[src/hdl/agc_pkg.sv]
package agc_pkg;
  localparam int unsigned AGC_ADDR_W = 5;
  localparam int unsigned AGC_DATA_W = 8;
  localparam int unsigned AGC_PIN_N = 16;
  localparam logic [4:0] AGC_OFS_INPUT_HIGH = 5'h08;
  localparam logic [4:0] AGC_OFS_INPUT_LOW = 5'h09;
  localparam logic [4:0] AGC_OFS_OUTPUT_HIGH = 5'h0a;
  localparam logic [4:0] AGC_OFS_OUTPUT_LOW = 5'h0b;
  localparam logic [4:0] AGC_OFS_DIR_HIGH = 5'h0c;
  localparam logic [4:0] AGC_OFS_DIR_LOW = 5'h0d;
  localparam logic [7:0] AGC_RST_OUTPUT = 8'h00;
  localparam logic [7:0] AGC_RST_DIR = 8'h00;
  localparam logic [7:0] AGC_RD_UNMAPPED = 8'h00;
  localparam logic AGC_DIR_INPUT = 1'b0;
  localparam logic AGC_DIR_OUTPUT = 1'b1;
  localparam logic [1:0] AGC_IF_CLK_DIV = 2'h1;
endpackage : agc_pkg

[src/hdl/agc_adapter_gpio.sv]
`timescale 1ns/1ps
module agc_adapter_gpio
  import agc_pkg::*;
#(
  parameter int unsigned PIN_N = AGC_PIN_N
) (
  input wire logic ref_clk_i,
  input wire logic resetn_i,
  output logic if_clk_o,
  input wire logic [AGC_ADDR_W-1:0] if_addr_i,
  input wire logic if_wr_i,
  input wire logic if_rd_i,
  input wire logic [AGC_DATA_W-1:0] if_wdata_i,
  output logic [AGC_DATA_W-1:0] if_rdata_o,
  input wire logic [PIN_N-1:0] gpio_pin_i,
  output logic [PIN_N-1:0] gpio_pin_o,
  output logic [PIN_N-1:0] gpio_pin_oe_n_o
);
  logic [7:0] out_high_reg;
  logic [7:0] out_low_reg;
  logic [7:0] dir_high_reg;
  logic [7:0] dir_low_reg;
  logic [7:0] rdata_next;
  logic if_clk_reg;
  logic [1:0] div_reg;

  // Interface clock is ours, so the partner samples on its edges
  always_ff @(posedge ref_clk_i) begin
    if (!resetn_i) begin
      div_reg <= 2'h0;
      if_clk_reg <= 1'b0;
    end else if (div_reg == AGC_IF_CLK_DIV) begin
      div_reg <= 2'h0;
      if_clk_reg <= ~if_clk_reg;
    end else begin
      div_reg <= div_reg + 2'h1;
    end
  end
  assign if_clk_o = if_clk_reg;

  always_ff @(posedge ref_clk_i) begin
    if (!resetn_i) begin
      out_high_reg <= AGC_RST_OUTPUT;
      out_low_reg <= AGC_RST_OUTPUT;
    end else if (if_wr_i) begin
      if (if_addr_i == AGC_OFS_OUTPUT_HIGH) begin
        out_high_reg <= if_wdata_i;
      end
      if (if_addr_i == AGC_OFS_OUTPUT_LOW) begin
        out_low_reg <= if_wdata_i;
      end
    end
  end

  // Pins start as inputs so nothing fights the adapter after reset
  always_ff @(posedge ref_clk_i) begin
    if (!resetn_i) begin
      dir_high_reg <= AGC_RST_DIR;
      dir_low_reg <= AGC_RST_DIR;
    end else if (if_wr_i) begin
      if (if_addr_i == AGC_OFS_DIR_HIGH) begin
        dir_high_reg <= if_wdata_i;
      end
      if (if_addr_i == AGC_OFS_DIR_LOW) begin
        dir_low_reg <= if_wdata_i;
      end
    end
  end

  always_comb begin
    unique case (if_addr_i)
      AGC_OFS_INPUT_HIGH: rdata_next = gpio_pin_i[15:8];
      AGC_OFS_INPUT_LOW: rdata_next = gpio_pin_i[7:0];
      AGC_OFS_OUTPUT_HIGH: rdata_next = out_high_reg;
      AGC_OFS_OUTPUT_LOW: rdata_next = out_low_reg;
      AGC_OFS_DIR_HIGH: rdata_next = dir_high_reg;
      AGC_OFS_DIR_LOW: rdata_next = dir_low_reg;
      default: rdata_next = AGC_RD_UNMAPPED;
    endcase
  end

  // Read data held until next read
  always_ff @(posedge ref_clk_i) begin
    if (!resetn_i) begin
      if_rdata_o <= AGC_RD_UNMAPPED;
    end else if (if_rd_i) begin
      if_rdata_o <= rdata_next;
    end
  end

  agc_pin_drive #(
    .PIN_N(PIN_N)
  ) u_drive (
    .drive_value_i({out_high_reg, out_low_reg}),
    .direction_i({dir_high_reg, dir_low_reg}),
    .pin_o(gpio_pin_o),
    .pin_oe_n_o(gpio_pin_oe_n_o)
  );
endmodule : agc_adapter_gpio

[src/hdl/agc_pin_drive.sv]
`timescale 1ns/1ps
module agc_pin_drive
  import agc_pkg::*;
#(
  parameter int unsigned PIN_N = AGC_PIN_N
) (
  input wire logic [PIN_N-1:0] drive_value_i,
  input wire logic [PIN_N-1:0] direction_i,
  output logic [PIN_N-1:0] pin_o,
  output logic [PIN_N-1:0] pin_oe_n_o
);
  genvar g;
  generate
    for (g = 0; g < PIN_N; g++) begin : g_pin
      // Value only reaches the pin while the direction selects output
      assign pin_oe_n_o[g] = (direction_i[g] == AGC_DIR_OUTPUT) ? 1'b0 : 1'b1;
      assign pin_o[g] = drive_value_i[g] & direction_i[g];
    end
  endgenerate
endmodule : agc_pin_drive

[config.mk]
export PLATFORM = sky130hd
export DESIGN_NAME = agc_adapter_gpio
export DESIGN_NICKNAME = d
export VERILOG_FILES = /design/src/hdl/agc_pkg.sv /design/src/hdl/agc_adapter_gpio.sv /design/src/hdl/agc_pin_drive.sv
export SDC_FILE = /design/constraint.sdc
export NUM_CORES = 1
export LEC_CHECK = 0
export BUFFER_PORTS_ARGS = -buffer_cell sky130_fd_sc_hd__clkbuf_2
export CORE_ASPECT_RATIO = 1.1
export CORE_UTILIZATION = 50
export DETAILED_ROUTE_END_ITERATION = 6
export PLACE_DENSITY = 0.78
export SKIP_LAST_GASP = 1
export SYNTH_ARGS = -nofsm -noshare
export SYNTH_HDL_FRONTEND = slang
export SYNTH_SLANG_ARGS = --single-unit
[constraint.sdc]
create_clock -name ref_clk_i -period 1.8 [get_ports ref_clk_i]
set_input_delay 0.27 -clock ref_clk_i [delete_from_list [all_inputs] [get_ports ref_clk_i]]
set_output_delay 0.27 -clock ref_clk_i [all_outputs]
set_load 0.005 [all_outputs]
==> results of run 1 <==
## synth_stat cells (2+ instances only)
| cell type | n | area (um^2) |
|---|---|---|
| dfxtp_1 | 43 | 861 |
| mux2i_1 | 27 | 270 |
| nand3_1 | 11 | 55.1 |
| mux2_2 | 5 | 56.3 |
| inv_1 | 18 | 67.6 |
| nor2b_1 | 32 | 200 |
| a21oi_1 | 8 | 40.0 |
| and2_1 | 17 | 106 |
| nor2_1 | 5 | 18.8 |
| and3_1 | 3 | 18.8 |
| nand2_1 | 20 | 75.1 |
| o21ai_0 | 10 | 50.1 |
| and4bb_1 | 2 | 25.0 |
| o311ai_1 | 3 | 26.3 |
| buf_2 | 8 | 40.0 |
| a31oi_1 | 2 | 12.5 |
| clkbuf_1 | 5 | 18.8 |
| a32o_1 | 4 | 40.0 |
| a21boi_0 | 8 | 60.1 |
| mux4_2 | 2 | 45.0 |
| nor3b_1 | 2 | 15.0 |
## worst max-delay path, stage by stage
cell and delay (ns):
clkbuf_2 0.16, buf_4 0.20, nand2_1 0.06, and4b_1 0.41
nand2_1 0.17, o311ai_1 0.29
## per-layer routing
metal	up-vias	track usage [%]	wire length (um)
met5	-	0	0
met4	0	9.46	109
met3	11	5.50	259
met2	70	42.2	2780
met1	972	33.5	2550
li1	1016	-	-
## final cells by class
class | instances | area (um^2)
Sequential cell | 43 | 861
Clock inverter | 2 | 35.0
Timing Repair Buffer | 86 | 463
Multi-Input combinational cell | 176 | 1260
Tap cell | 54 | 67.6
Fill cell | 375 | 1480
Inverter | 18 | 67.6
Clock buffer | 6 | 82.6
## cells in the final DEF, fill, tap and decap left out, types with 2 or more instances in the layout
cell,instances
mux4_2,2
a21boi_0,8
mux2i_1,27
nor2_1,5
mux2_2,5
and4bb_1,2
nand2_1,20
clkbuf_2,73
o21ai_0,10
o311ai_1,3
nand3_1,11
nor2b_1,32
a31oi_1,2
dfxtp_1,43
nor3b_1,2
buf_4,13
a32o_1,4
a21oi_1,8
inv_1,18
and2_1,17
clkbuf_8,6
and3_1,3
## cells by family (layout without fill, tap and decap cells)
group	after synthesis	after routing	synth area share [%]
simple gates	100	100	26.3
flops	43	43	38.1
compound gates	40	40	11.8
mux	34	34	16.4
buf+inv	33	112	6.42
fa+ha+maj	1	1	0.553
xor+xnor	1	1	0.387
## metrics by stage
step	hold WS [ns]	setup slack, ns	util, %	power [mW]	cell area [um^2]
6_report	0.253	0.437	65.6	1.96	2830
5_1_grt	0.270	0.340	65.6	2.05	2830
4_1_cts	0.256	0.447	65.6	1.97	2830
3_5_place_dp	0.417	0.144	62.9	1.20	2720
3_3_place_gp	0.406	0.157	62.9	1.20	2720
2_1_floorplan	0.398	0.474	-	1.11	2260
## power groups by stage
stage / clock (mW) / combinational (mW) / sequential (mW)
finish: 0.779 / 0.206 / 0.977
global route: 0.845 / 0.224 / 0.980
CTS: 0.788 / 0.204 / 0.977
detailed placement: 0 / 0.202 / 0.999
global placement: 0 / 0.201 / 0.999
floorplan: 0 / 0.112 / 0.998
## worst max-delay path by stage
stage	startpoint	end	slack (ns)	cells past startpoint
final	if_addr_i[2]	if_rdata_o[7]	0.44	6
after global routing	if_addr_i[2]	if_rdata_o[0]	0.34	6
after CTS	if_addr_i[2]	if_rdata_o[0]	0.45	6
after detailed placement	if_addr_i[2]	if_rdata_o[7]	0.14	6
after global placement	if_addr_i[2]	if_rdata_o[7]	0.16	6
after floorplan	if_addr_i[0]	if_rdata_o[6]	0.47	5
==> impl_metrics.ini, run 1 <==
[layout]
antenna_cells = 0
area_growth_pct = 25.2
fin_cells = 385
fin_nets = 364
drive_above_1_share_pct = 31.4

[synthesis]
ys_seq_elements = 43
syn_area_um2 = 2260
syn_avg_cell_area_um2 = 8.98
async_flop_share_pct = 0
seq_area_frac_synth_pct = 38.1
syn_nets = 286
synth_cell_types = 38
yosysWarningCount = 0
netlist_instances = 252
synth_edf_count = 0
synth_flop_cell = dfxtp_1

[drt]
first_iter_violations = 100
drt_pass1_iterations = 4
viasPerCell = 5.37
drc = 0
vias = 2069
final_antenna_net_count = 0
totalWireLength_mm = 5.70
wl_per_cell_um = 14.8

[power]
p_seq_share_pct = 49.8
p_sw_share_pct = 22.9
p_int_mw = 1.51
p_switching_uw = 449
clock_power_share_pct = 39.7
power_density_nw_per_um2 = 693
share_comb_of_total_power_pct = 10.5
ir_worst_vdd_mv = 0.481
power_leakage_nw = 1.19

[die]
coreArea_um2 = 4320
start_util_pct = 52.4
ioPinCount = 74
fp.dieArea_um2 = 4800
die_width_um = 66.1
rows = 25
die-height_um = 72.5

[setup_path]
worst-r2r-cell-count = 4
arrival_ns = 1.57
critPathRequiredTime_ns = 2.01
worstSetupPathType = in -> reg
reg2reg_slack_ns = 0.60
worstSetupEndpointType = register
reg2reg_to = if_rdata_o[2]
crit_fanout = 9
r2r_start = out_low_reg[2]
worstSetupStartpointType = primary input

[sta]
fin_setup_tns_ns = 0
fin_crit_sh_pct = 75.7
hold_viol_final = 0
setup_viol = 0
slew_viol_final = 0
period_needed_ns = 1.36
fmax_mhz = 734
max_slew.worst_pin.slew_ns = 0.467
slew_headroom_pct = 68.9
skew_ns = 0.00286
grt_setup_unrepaired = no

[placed_design]
dp_cells = 377
hpwlAfterDp_mm = 4.18
gp_congestion = 0.875
io_buffer_count = 73

[cts]
path_clk_slew_ns = 0.08
cts_root_buffer = clkbuf_8
clock-sinks = 43
cts_buffers = 5
cts_tree = done
worstSkewPairLatency_ns = 0.30
postCtsSetupRepairBufs = 0
cts_resized = 0
clk_path_buf_depth = 2
cts_hold_buffers = 0
htree_num_levels = 2

[min_path]
hp-start = if_wdata_i[4]
hold_class = in -> reg
whs_endpoint = dir_high_reg[4]
hold_path_depth = 3

[global_route]
antenna_found_initial = 0
grt_max_degree = 26
grt.overflow.total = 0
grt_usage_pct = 25.9
grt_pass1_vias = 1930
grt_pass1_wl_mm = 9.27

[job]
maxCapViolCount = 0

[run_status]
outcome = finished clean
(Power assumes the default switching activity.)
==> run 2, diff against run 1 <==
--- a/config.mk
+++ b/config.mk
@@ -5,11 +5,12 @@
 export SDC_FILE = /design/constraint.sdc
 export NUM_CORES = 1
 export LEC_CHECK = 0
+export ABC_AREA = 1
 export BUFFER_PORTS_ARGS = -buffer_cell sky130_fd_sc_hd__clkbuf_2
 export CORE_ASPECT_RATIO = 1.1
 export CORE_UTILIZATION = 50
 export DETAILED_ROUTE_END_ITERATION = 6
-export PLACE_DENSITY = 0.78
+export PLACE_DENSITY = 0.79
 export SKIP_LAST_GASP = 1
 export SYNTH_ARGS = -nofsm -noshare
 export SYNTH_HDL_FRONTEND = slang
==> constraint.sdc (replaced) <==
create_clock -name ref_clk_i -period 1.3 [get_ports ref_clk_i]
set_input_delay 0.195 -clock ref_clk_i [delete_from_list [all_inputs] [get_ports ref_clk_i]]
set_output_delay 0.195 -clock ref_clk_i [all_outputs]
set_load 0.005 [all_outputs]
==> run 2 against run 1 <==
Synthesized cell count grew 26%. Flip-flop and latch count is the same. Final cell count grew 18%. Non-clock buffer count grew 5.
==> impl_metrics.ini, run 2 <==
[synthesis]
ys_seq_elements = 43
netlist_instances = 318
synth_top_area_share_pct = 39.6
syn_nets = 352
synth_flop_cell = dfxtp_1
synth_most_common_cell = nand2_1
syn_area_um2 = 2170
seq_area_frac_synth_pct = 39.6
synthTopCellsByArea = dfxtp_1, nand2_1, a21oi_1, o21ai_0, nand4_1
synth_top_area_cell = dfxtp_1
syn_avg_cell_area_um2 = 6.83
yosysWarningCount = 0
synth_edf_count = 0
async_flop_share_pct = 0
synth_cell_types = 22
yosys-top-cells-count = nand2_1, dfxtp_1, inv_1, nor2_1, a21oi_1

[layout]
fin_nets = 437
drive_above_1_share_pct = 27.8
final_common_cell = clkbuf_2
nFillCells = 373
antenna_cells = 0
final_cell_mix = clkbuf_2, nand2_1, dfxtp_1
finalInstanceArea_um2 = 2780
area_growth_pct = 27.8

[drt]
viasPerCell = 5.26
drt_pass1_iterations = 4
wl_per_cell_um = 13.6
first_iter_violations = 134
totalWireLength_mm = 6.20
final_antenna_net_count = 0
vias = 2392
drc = 0

[placed_design]
gp_congestion = 0.909
place_area_um2 = 2670
hpwlAfterDp_mm = 4.69
io_buffer_count = 73

[cts]
cts_buffers = 5
htree_num_levels = 2
clk_path_buf_depth = 2
cts_tree = done
worstSkewPairLatency_ns = 0.29
clock-sinks = 43
cts_root_buffer = clkbuf_8
postCtsSetupRepairBufs = 0
path_clk_slew_ns = 0.07

[global_route]
grt.overflow.total = 0
antenna_found_initial = 0
grt_pass1_wl_mm = 10.2
grt_pass1_vias = 2205
grt_usage_pct = 28.9
grt_max_degree = 21

[die]
coreArea_um2 = 4050
rows = 24
die_width_um = 64.9
fp.dieArea_um2 = 4610
die-height_um = 71.1
ioPinCount = 74
start_util_pct = 53.6

[sta]
slew_headroom_pct = 70.6
period_needed_ns = 1.10
grt_setup_unrepaired = no
fin_crit_sh_pct = 84.9
skew_ns = 0.00498
hold_viol_final = 0
max_slew.worst_pin.slew_ns = 0.439
slew_viol_final = 0
fmax_mhz = 906
setup_viol = 0

[power]
power_density_nw_per_um2 = 979
ir_worst_vdd_mv = 0.786
power_leakage_nw = 1.37
power.total_mw = 2.72

[setup_path]
crit_path_top_delay_cell = dfxtp_1
worstSetupPathType = reg -> out
worstSetupEndpointType = output pin
critPathRequiredTime_ns = 1.11
path_cells = nand2_1, inv_1, clkbuf_2
arrival_ns = 0.91
worstSetupStartpointType = register
slowest_delay_ns = 0.38
crit_fanout = 3
path_delay_family = flip-flops
worst-r2r-cell-count = 4
crit_buf_inv = 2
worst-path-stages = 3

[min_path]
hold_path_depth = 3
hold_class = in -> reg

[job]
maxCapViolCount = 0

[run_status]
outcome = finished clean
[run 2: changes by cell type in the layout (fill, tap and decap cells not counted), moves of 8 or more]
cell / delta
and2_1: -17
a21boi_0: -8
nor2b_1: -32
inv_1: +19
nand2_1: +37
nor2_1: +30
nand4_1: +23
mux2i_1: -27
o21ai_0: +21
a21oi_1: +24
nand3_1: +12
[run 2: routing by layer]
layer	GRT usage (%)	share of wire [%]
met1	36.4	43
met4	11.1	2.3
met2	48.4	48
met5	0	0
met3	5.32	6.9
[run 2: metrics by stage]
| step | util, % | cells | setup WS, ns | hold slack, ns | setup TNS, ns |
|---|---|---|---|---|---|
| global route | 68.5 | 455 | 0.144 | 0.198 | 0 |
| floorplan | - | 318 | 0.175 | 0.333 | 0 |
| detailed placement | 65.8 | 448 | -0.0978 | 0.419 | -0.642 |
| finish | 68.5 | 455 | 0.197 | 0.197 | 0 |
| global placement | 65.8 | 448 | -0.00462 | 0.416 | -0.0251 |
| CTS | 68.3 | 455 | 0.198 | 0.184 | 0 |
[run 2: cell families after synthesis]
logic type / share of synthesized area [%]
and+or+nand+nor: 33.9
AOI/OAI and AO/OA: 15.0
buffers and inverters: 10.6
DFF: 39.6
xor gates and xnor gates: 0.403
adders and majority gates: 0.576
[run 2: what timing repair did]
item | CTS | global route
hold buffers | 0 | 0
endpoints found under the setup margin | 0 | 4
gates resized for setup | 0 | 1
hold endpoints to repair | 0 | 0
[run 2: worst register-to-register path, stage by stage (launching register included)]
cell     delay (ns)
dfxtp_1        0.34
nand4_1        0.12
nand2_1        0.06
nor2_1         0.16
a21oi_1        0.09
[run 2: worst paths after layout]
check	start	end	slack (ns)
worst max-delay path	out_low_reg[3]	gpio_pin_o[3]	0.20
worst min-delay path	if_wdata_i[4]	out_low_reg[4]	0.20
worst max register to register	dir_high_reg[1]	if_rdata_o[1]	0.43
worst min register to register	div_reg[0]	div_reg[0]	0.44
[run 2: power breakdown]
group	switching [mW]	internal, mW	leakage (nW)
Combinational	0.205	0.138	0.969
Sequential	0.0236	1.36	0.349
Clock	0.433	0.563	0.0513
Total	0.662	2.06	1.37
[run 2: layout make-up]
cell class / instances / area [um^2] / area share, %
timing repair buffer: 91 / 500 / 18.0
inverter: 42 / 158 / 5.68
tap: 52 / 65.1 / 2.34
multi-input combinational: 220 / 1090 / 39.3
clock inverter: 1 / 30.0 / 1.08
clock buffer: 6 / 72.6 / 2.61
sequential: 43 / 861 / 31.0
